<file path="src/rtl/vcc_consts.svh">
// Constant offsets, default-one masks, bit positions and reset values of the checker.
`ifndef VCC_CONSTS_SVH
`define VCC_CONSTS_SVH

// ----------------------------------------------------------------------------
// Capability register offsets
// ----------------------------------------------------------------------------
`define VCC_ADDR_BASIC 32'h0000_0480
`define VCC_ADDR_PIN 32'h0000_0481
`define VCC_ADDR_PRIM 32'h0000_0482
`define VCC_ADDR_EXIT 32'h0000_0483
`define VCC_ADDR_SEC 32'h0000_048B
`define VCC_ADDR_PIN_FULL 32'h0000_048D
`define VCC_ADDR_PRIM_FULL 32'h0000_048E
`define VCC_ADDR_EXIT_FULL 32'h0000_048F

// ----------------------------------------------------------------------------
// Default-one class masks
// ----------------------------------------------------------------------------
`define VCC_DEF1_PIN 32'h0000_0016
`define VCC_DEF1_PRIM 32'h0401_E172
`define VCC_DEF1_EXIT 32'h0003_6DFF

// ----------------------------------------------------------------------------
// Field positions
// ----------------------------------------------------------------------------
`define VCC_BIT_FULL_CAPS 6'h37
`define VCC_BIT_SEC_SUPPORT 6'h3F
`define VCC_BIT_SEC_ACTIVATE 5'h1F

// ----------------------------------------------------------------------------
// Reset values
// ----------------------------------------------------------------------------
`define VCC_RST_RDATA 64'h0000_0000_0000_0000
`define VCC_RST_VIOL 4'h0

`endif

</file>
<file path="src/rtl/vcc_pkg.sv">
// Types shared by the capability checker files.
package vcc_pkg;
  typedef logic [63:0] vcc_caps_t;
  typedef logic [31:0] vcc_ctl_t;
  typedef enum {VCC_GRP_PIN, VCC_GRP_PRIM, VCC_GRP_SEC, VCC_GRP_EXIT} vcc_grp_e;
endpackage

</file>
<file path="src/rtl/vcc_chk_if.sv">
// Carrier between the checker top and one control-group checker.
`timescale 1ns/100ps
interface vcc_chk_if;
  vcc_pkg::vcc_ctl_t ctl;
  vcc_pkg::vcc_caps_t caps;
  logic gate;
  logic zero_viol;
  logic one_viol;
  modport grp (input ctl, input caps, input gate, output zero_viol, output one_viol);
  modport owner (output ctl, output caps, output gate, input zero_viol, input one_viol);
endinterface

</file>
<file path="src/rtl/vcc_group_check.sv">
// Allowed-0 and allowed-1 comparison of one control word against its capability.
`timescale 1ns/100ps
module vcc_group_check (
  vcc_chk_if.grp chk
);
  // A set low-half bit demands the control be one.
  assign chk.zero_viol = chk.gate & (|(chk.caps[31:0] & ~chk.ctl));
  // A clear high-half bit forbids the control be one.
  assign chk.one_viol = chk.gate & (|(chk.ctl & ~chk.caps[63:32]));
endmodule

</file>
<file path="src/rtl/vcc_top.sv">
// Entry-time control word legality checker with read-only capability registers.
//
// Operation
// Set low-half capability bit X fails entry when control X is zero.
// Control X one with capability bit 32+X clear fails entry.
// Normal pin capability reads one at pin default-one bits 1, 2, 4.
// Full-caps bit clear: any cleared pin default-one control fails entry.
// Full-caps bit set: full registers checked on every bit, no exceptions.
// Full-caps bit clear: full registers absent, normal registers alone apply.
// Normal primary capability reads one at its default-one positions.
// Full-caps bit clear: cleared primary default-one control fails entry.
// Normal exit capability reads one at exit default-one positions.
// Full-caps bit clear: cleared exit default-one control fails entry.
// Secondary capability low half reads zero; reserved secondary controls zero.
// Secondary high half never allows one for a reserved control.
// Secondary one-violation counts only when activate-secondary control is one.
// Secondary register exists only when primary capability bit 63 is one.
// Software consults only the normal or the full register per group.
// Full-caps bit tells whether default-one controls may be zero.
// Capability writes fault; reads fault without virtualization support.
// Entry failure is the OR of every violation, in one step.
`timescale 1ns/100ps
`include "vcc_consts.svh"
module vcc_top #(
  parameter bit VIRT_SUPPORTED = 1'b1,
  // Revision field in the low bits is arbitrary.
  parameter logic [63:0] BASIC_CAPS = 64'h0080_1000_0000_0001,
  parameter logic [63:0] PIN_CAPS_RAW = 64'h0000_00FF_0000_0016,
  parameter logic [63:0] PRIM_CAPS_RAW = 64'hFFFF_FFFF_0401_E172,
  parameter logic [63:0] EXIT_CAPS_RAW = 64'h00FF_FFFF_0003_6DFF,
  parameter logic [63:0] SEC_CAPS_RAW = 64'h0000_FFFF_0000_0000,
  parameter logic [31:0] SEC_RESERVED = 32'hFFFF_0000,
  parameter logic [63:0] PIN_FULL_RAW = 64'h0000_00FF_0000_0000,
  parameter logic [63:0] PRIM_FULL_RAW = 64'hFFFF_FFFF_0000_0000,
  parameter logic [63:0] EXIT_FULL_RAW = 64'h00FF_FFFF_0000_0000
) (
  input wire logic clk,
  input wire logic resetn,
  input wire logic msr_req,
  input wire logic msr_we,
  input wire logic [31:0] msr_addr,
  output logic msr_ack_q,
  output logic msr_gp_q,
  output logic [63:0] msr_rdata_q,
  input wire logic entry_req,
  input wire vcc_pkg::vcc_ctl_t pin_ctl,
  input wire vcc_pkg::vcc_ctl_t prim_ctl,
  input wire vcc_pkg::vcc_ctl_t sec_ctl,
  input wire vcc_pkg::vcc_ctl_t exit_ctl,
  output logic entry_done_q,
  output logic entry_fail_q,
  output logic [3:0] grp_viol_q
);

  // --------------------------------------------------------------------------
  // Capability values as seen by software and by the checker
  // --------------------------------------------------------------------------
  function automatic vcc_pkg::vcc_caps_t pick_caps(input vcc_pkg::vcc_caps_t normal,
                                                   input vcc_pkg::vcc_caps_t full,
                                                   input logic use_full);
    pick_caps = use_full ? full : normal;
  endfunction

  function automatic vcc_pkg::vcc_caps_t force_def1(input vcc_pkg::vcc_caps_t raw,
                                                    input logic [31:0] mask);
    force_def1 = {raw[63:32], raw[31:0] | mask};
  endfunction

  logic full_on;
  logic sec_exists;
  vcc_pkg::vcc_caps_t pin_caps;
  vcc_pkg::vcc_caps_t prim_caps;
  vcc_pkg::vcc_caps_t exit_caps;
  vcc_pkg::vcc_caps_t sec_caps;

  assign full_on = BASIC_CAPS[`VCC_BIT_FULL_CAPS];
  assign pin_caps = force_def1(PIN_CAPS_RAW, `VCC_DEF1_PIN);
  assign prim_caps = force_def1(PRIM_CAPS_RAW, `VCC_DEF1_PRIM);
  assign exit_caps = force_def1(EXIT_CAPS_RAW, `VCC_DEF1_EXIT);
  // Reserved secondary controls may only be zero.
  assign sec_caps = {SEC_CAPS_RAW[63:32] & ~SEC_RESERVED, 32'h0000_0000}; // see R11
  assign sec_exists = prim_caps[`VCC_BIT_SEC_SUPPORT];

  // --------------------------------------------------------------------------
  // Group checkers
  // --------------------------------------------------------------------------
  vcc_chk_if chk_pin ();
  vcc_chk_if chk_prim ();
  vcc_chk_if chk_sec ();
  vcc_chk_if chk_exit ();

  // Normal registers carry the forced default-one bits, so their low-half
  // check already fails a cleared default-one control when full caps are off.
  assign chk_pin.caps = pick_caps(pin_caps, PIN_FULL_RAW, full_on); // see R4 see R5
  assign chk_prim.caps = pick_caps(prim_caps, PRIM_FULL_RAW, full_on); // see R8 see R5
  assign chk_exit.caps = pick_caps(exit_caps, EXIT_FULL_RAW, full_on); // see R10 see R5
  assign chk_sec.caps = sec_caps;
  assign chk_pin.ctl = pin_ctl;
  assign chk_prim.ctl = prim_ctl;
  assign chk_exit.ctl = exit_ctl;
  assign chk_sec.ctl = sec_ctl;
  assign chk_pin.gate = 1'b1;
  assign chk_prim.gate = 1'b1;
  assign chk_exit.gate = 1'b1;
  assign chk_sec.gate = prim_ctl[`VCC_BIT_SEC_ACTIVATE];

  vcc_group_check u_pin (.chk(chk_pin.grp));
  vcc_group_check u_prim (.chk(chk_prim.grp));
  vcc_group_check u_sec (.chk(chk_sec.grp));
  vcc_group_check u_exit (.chk(chk_exit.grp));

  logic [3:0] viol_now;
  assign viol_now[vcc_pkg::VCC_GRP_PIN] = chk_pin.zero_viol | chk_pin.one_viol;
  assign viol_now[vcc_pkg::VCC_GRP_PRIM] = chk_prim.zero_viol | chk_prim.one_viol;
  assign viol_now[vcc_pkg::VCC_GRP_SEC] = chk_sec.zero_viol | chk_sec.one_viol;
  assign viol_now[vcc_pkg::VCC_GRP_EXIT] = chk_exit.zero_viol | chk_exit.one_viol;

  // --------------------------------------------------------------------------
  // Entry check step
  // --------------------------------------------------------------------------
  always_ff @(posedge clk) begin
    if (!resetn) begin
      entry_done_q <= 1'b0;
    end else begin
      entry_done_q <= entry_req;
    end
  end

  // Result holds until the next entry request.
  always_ff @(posedge clk) begin
    if (!resetn) begin
      entry_fail_q <= 1'b0;
      grp_viol_q <= `VCC_RST_VIOL;
    end else if (entry_req) begin
      entry_fail_q <= |viol_now;
      grp_viol_q <= viol_now;
    end
  end

  // --------------------------------------------------------------------------
  // Capability register reads
  // --------------------------------------------------------------------------
  logic [63:0] rdata_d;
  logic gp_d;

  always_comb begin
    rdata_d = `VCC_RST_RDATA;
    gp_d = 1'b0;
    case (msr_addr)
      `VCC_ADDR_BASIC: rdata_d = BASIC_CAPS;
      `VCC_ADDR_PIN: rdata_d = pin_caps;
      `VCC_ADDR_PRIM: rdata_d = prim_caps;
      `VCC_ADDR_EXIT: rdata_d = exit_caps;
      `VCC_ADDR_SEC: begin
        rdata_d = sec_caps;
        gp_d = !sec_exists;
      end
      `VCC_ADDR_PIN_FULL: begin
        rdata_d = PIN_FULL_RAW;
        gp_d = !full_on;
      end
      `VCC_ADDR_PRIM_FULL: begin
        rdata_d = PRIM_FULL_RAW;
        gp_d = !full_on;
      end
      `VCC_ADDR_EXIT_FULL: begin
        rdata_d = EXIT_FULL_RAW;
        gp_d = !full_on;
      end
      default: gp_d = 1'b1;
    endcase
    // Registers are read-only and absent without virtualization support.
    if (msr_we || !VIRT_SUPPORTED) begin
      gp_d = 1'b1;
    end
    if (gp_d) begin
      rdata_d = `VCC_RST_RDATA;
    end
  end

  always_ff @(posedge clk) begin
    if (!resetn) begin
      msr_ack_q <= 1'b0;
    end else begin
      msr_ack_q <= msr_req;
    end
  end

  always_ff @(posedge clk) begin
    if (!resetn) begin
      msr_gp_q <= 1'b0;
      msr_rdata_q <= `VCC_RST_RDATA;
    end else if (msr_req) begin
      msr_gp_q <= gp_d;
      msr_rdata_q <= rdata_d;
    end
  end
endmodule

</file>
<file path="config.mk">
export PLATFORM = sky130hd
export DESIGN_NAME = vcc_top
export DESIGN_NICKNAME = d
export VERILOG_FILES = /design/src/rtl/vcc_pkg.sv /design/src/rtl/vcc_chk_if.sv /design/src/rtl/vcc_group_check.sv /design/src/rtl/vcc_top.sv
export VERILOG_INCLUDE_DIRS = /design/src /design/src/rtl
export SDC_FILE = /design/constraint.sdc
export NUM_CORES = 1
export LEC_CHECK = 0
export BUFFER_PORTS_ARGS = -buffer_cell sky130_fd_sc_hd__buf_2
export CELL_PAD_IN_SITES_DETAIL_PLACEMENT = 1
export CELL_PAD_IN_SITES_GLOBAL_PLACEMENT = 1
export CORE_ASPECT_RATIO = 1.5
export CORE_UTILIZATION = 16
export CTS_BUF_LIST = sky130_fd_sc_hd__clkbuf_2
export CTS_CLUSTER_SIZE = 40
export DETAILED_ROUTE_END_ITERATION = 8
export PLACE_DENSITY = 0.91
export SETUP_SLACK_MARGIN = 0.02
export SKIP_CTS_REPAIR_TIMING = 1
export SLEW_MARGIN = 20
export SYNTH_ARGS = -nofsm -noshare
export SYNTH_HDL_FRONTEND = slang
export SYNTH_SLANG_ARGS = --single-unit
</file>
<file path="constraint.sdc">
create_clock -name clk -period 2.1 [get_ports clk]
set_clock_uncertainty 0.2 [all_clocks]
set_input_delay 0 -clock clk [delete_from_list [all_inputs] [get_ports clk]]
set_output_delay 0 -clock clk [all_outputs]
set_load 0.005 [all_outputs]
</file>
# After elaboration in Yosys (flattened, before gate mapping)
# Cells that the tools add are included.
dict set report totals {
  ff_bits 71
  output_inout_bits 72
  word_cells 24
}
dict set report classes {
  eq_ne 8
  mux 4
  bitwise_logic 1
  n_reduce_logical 5
}
# cell count
set op_table {}
lappend op_table {{case mux 64 bit (8 select lines)} 1}
lappend op_table {{== test 32 x 11 -> 1 bit, second input constant} 8}
lappend op_table {{2-to-1 mux 64 bit} 1}
lappend op_table {{OR reduction 33 bit} 1}
lappend op_table {{OR reduction 24 bit} 1}
lappend op_table {{OR reduction 16 bit} 1}
lappend op_table {{OR reduction 8 bit} 2}
lappend op_table {{2-to-1 mux 1 bit} 2}
lappend op_table {{bitwise AND 1 bit} 1}

# Logic depth before layout (Yosys ltp)
dict set report logic_depth {
  ltp_word 5
  ltp_mapped 5
  depth_no_buf 4
}

# By module
# A second synthesis with hierarchy kept.
dict set report unflattened {
  cells_unflattened 464
  area_unflattened_um2 3065.4
}
# module n_inst cells_each area_each_um2 seq_area_each_um2
set modules_own_cells {}
lappend modules_own_cells {vcc_group_check 4 75 437.9 0.0}
lappend modules_own_cells {vcc_top 1 164 1313.8 400.4}

# Worst setup path before layout
# No wires, ideal clock.
dict set report synth_path {
  kind {input-to-reg}
  from {in msr_addr[17]}
  to {reg msr_rdata_q[0]}
  setup_ns 0.084
  arrival_ns 1.345
  setup_slack_ns 0.470
  path_stages 4
  path_cell_list {or4_1 -> or4_1 -> buf_2 -> o31ai_2}
}
dict set report synth_via {
  elab_chain_len 5
}
# element line_no
set synth_rtl {}
lappend synth_rtl {{start, declared} vcc_top.sv:41} ;# input wire logic [31:0] msr_addr,
lappend synth_rtl {{== test 32 x 11 -> 1 bit} vcc_top.sv:149} ;# case (msr_addr)
lappend synth_rtl {{OR reduction 8 bit (no source line)} --}
lappend synth_rtl {{2-to-1 mux 1 bit} vcc_top.sv:149}
lappend synth_rtl {{2-to-1 mux 1 bit} vcc_top.sv:173} ;# if (msr_we || !VIRT_SUPPORTED) begin
lappend synth_rtl {{2-to-1 mux 64 bit (*)} vcc_top.sv:176} ;# if (gp_d) begin
lappend synth_rtl {{end signal, assigned} vcc_top.sv:192} ;# msr_rdata_q <= `VCC_RST_RDATA;
lappend synth_rtl {{end signal, assigned} vcc_top.sv:195} ;# msr_rdata_q <= rdata_d;
lappend synth_rtl {{end, declared} vcc_top.sv:44} ;# output logic [63:0] msr_rdata_q,
# Every way passes the cells marked *; elsewhere a longest branch is shown, timed or not.
# A chain may end at the register's enable or synchronous reset.

==> impl_results.md <==
- Status: finished with violations
- Failing checks: hold timing
- Nets@finish: about 460
- Final hold violations: 4
- RePlAce Congestion: 0.8082
- Critical Path Start Type: primary input
- Die W: slightly below 80 µm
- DRC Markers: 0
- LEAKAGE: 1.106 nW
- GRT overflow: 0
- Max Fclk: 0.4987 GHz
- Worst Hold Slack: -0.03220 ns
- Area share of the largest cell type after synthesis: approximately 29%
- Iteration-0 DRC Markers: 19
- Slew Viols, Final: 0
- Cell accounting for the most synthesized area: buf_4
- Most common cell after layout, fill and taps aside: buf_2
- Setup violations, final: 0
- Synthesis Warnings: 0
- Row count: 40
- Sequential share of the synthesized area: 28.12%
- Final setup TNS: 0 ns
- Initial core utilization: 16.68%
- CTS tree: done
- Syn_area_per_cell: 7.864 µm²
- Post-synthesis compound-gate area fraction: about an eighth
- Placed cells: 377
- H-tree levels: 1
- Core area: just over 0.008 mm²
- Gr busiest metal: met2
- Critical-path top delay cell: dlygate4sd3_1
- Area Growth Syn to Fin: 53.47%
- Fin cells: 403
- Final worst path period need: 2.005 ns
- Fin crit share: 95.49%
- Most used DFF post-synth: dfxtp_1
- Seq cells post-synth: 19
- Worst setup path class: in2reg
- Detailed Routing Iterations Pass 1: 2
- Root buffer cell: clkbuf_2
- Met1 Usage GRT: 8.040%
- Simple-gate portion of the synthesized area: 26.64%
- Async S/R FF share, synth: 0%
- Most frequent cells in the layout: 141 x buf_2, 21 x nand2_1, 21 x dlygate4sd3_1
- Final core occ: about a quarter
- Die Area: 0.008833 mm²
- RSZ-0062 raised after global routing: false
- XOR/XNOR Fraction of Synth Area: less than 1%
- CP dominant cell by count: dlygate4sd3_1
- Crit path max-delay family: buffers and inverters
- Met2 usage: between 20% and 30%
- Largest family of logic cells by synthesized area: buffers and inverters
- Via count: 1640
- Slowest stage delay, CP: 0.56 ns
- Clock-pin slew on the worst setup and hold paths: around 0.19 ns
- WL/cell: 11.84 µm
- Detailed Place HPWL: 3.914 mm
- Worst endpoint required time: between 2 and 2.5 ns
- VDD IR max: 0.0002349 V
- Global-route wire length before repair: 6.872 mm
- Initial antenna violation count: 1
- Routed WL: 4.772 mm
- Largest net degree at the start of global routing: 13
- Post-Synth Adder-Cell Area: 0%
- CP cell instances: dlygate4sd3_1, buf_2, nor2b_1, nand4b_1, or3_4, o21ai_0, dlygate4sd3_1
- Tot GR Track Use: 10.19%
- Clk sink count: 19
- Number of max-cap violations: 0
- Critical Path Fanout Max: 6
- Synth Instances: 172
- Number of flops mapped to enable cells by yosys: 0
- Total CTS buffers: 3
- Ports: roughly 240
- PD cells: around 350 mW/mm²
- Share of layout cells above drive strength 1: around half
- Vias in the first global route: 1540
- CP Data Arrival Time: 2.09 ns
- Synth area leaders: buf_4 29%, dfxtp_1 28%, nor4_1 7.4%, nand2_1 5.8%, o21ai_0 4.8%
- Cell area after synthesis: 0.001353 mm²
- Buf/Inv on CP: 3
- Yosys cell types: 29
- Max Buffers Root-to-Sink: 2
- Vias per cell: 4.069
- Worst-Skew Late Latency: 0.32 ns
- Worst Setup End Kind: flop
- Die Span Y: 114.6 µm
- ANT nets after route: 0
- Mux share of post-synthesis cell area: 0.8326%
- IO buf count: around 140
- HP Class: in2reg
- Grt met3 use: 3.745%
cells in the mapped netlist (3+ instances only):
cell	number
buf_4	53
nand2_1	21
dfxtp_1	19
nor4_1	16
o21ai_0	13
nor2_1	6
clkbuf_1	4
a21oi_1	3
nand2b_1	3
nand3_1	3
nand4_1	3
o31ai_1	3
or4_1	3
cell families (layout without fill, tap and decap cells):
logic type      after synthesis  count (layout)
xor+xnor                      1               1
compound gates               27              27
simple gates                 65              65
mux                           1               1
flops                        19              19
buf+inv                      58             168
other cells                   1              17
metal layers:
layer | vias up | part of all wire, %
met3 | 4 | 10
met2 | 126 | 58
li1 | 788 | -
met1 | 722 | 31
met4 | 0 | 0.96
met5 | - | 0
path summary, 6_finish.rpt:
path / from / to / slack, ns / depth (start not counted)
max reg2reg: entry_fail_q / entry_fail_q / 0.62 / 3
max: msr_req / msr_rdata_q[17] / 0.09 / 7
min: msr_addr[14] / msr_rdata_q[62] / -0.03 / 5
min reg2reg: msr_rdata_q[55] / msr_rdata_q[55] / 0.28 / 2
tightest hold or removal path, stage by stage:
cell and delay, ns:
buf_2 0.09, nor4_1 0.05, nand4b_1 0.11, or3_4 0.16, o31ai_1 0.06
where the power goes:
part | internal [mW] | switching, mW
Sequential | 0.370 | 0.00364
Clock | 0.0432 | 0.121
Combinational | 0.104 | 0.0791
Total | 0.517 | 0.204
sequential cells by signal, indices dropped and copies added (netlist names):
name / count
entry_done_q: 1
entry_fail_q: 1
grp_viol_q: 3
msr_ack_q: 1
msr_gp_q: 1
msr_rdata_q: 12
final cells by class:
type / instances / area [µm²]
sequential: 19 / 380.4
clock buffer: 3 / 15.01
timing repair buffer: 164 / 930.9
multi-input combinational: 110 / 610.6
antenna: 1 / 2.502
tap: 105 / 131.4
clock inverter: 1 / 5.005
fill: 1036 / 6032
metrics by stage:
step	area, µm²	worst slack (ns)	hold slack [ns]	total power [mW]
6_report	2076	0.09465	-0.03220	0.7207
5_1_grt	2076	0.04435	-0.05232	0.7749
4_1_cts	1863	0.4794	-0.2961	0.7058
3_5_place_dp	1843	0.1161	0.06084	0.5383
3_3_place_gp	1843	0.1656	0.04840	0.5305
2_1_floorplan	1409	0.4703	-0.1100	0.4534
Power figures use the tool's default switching activity.
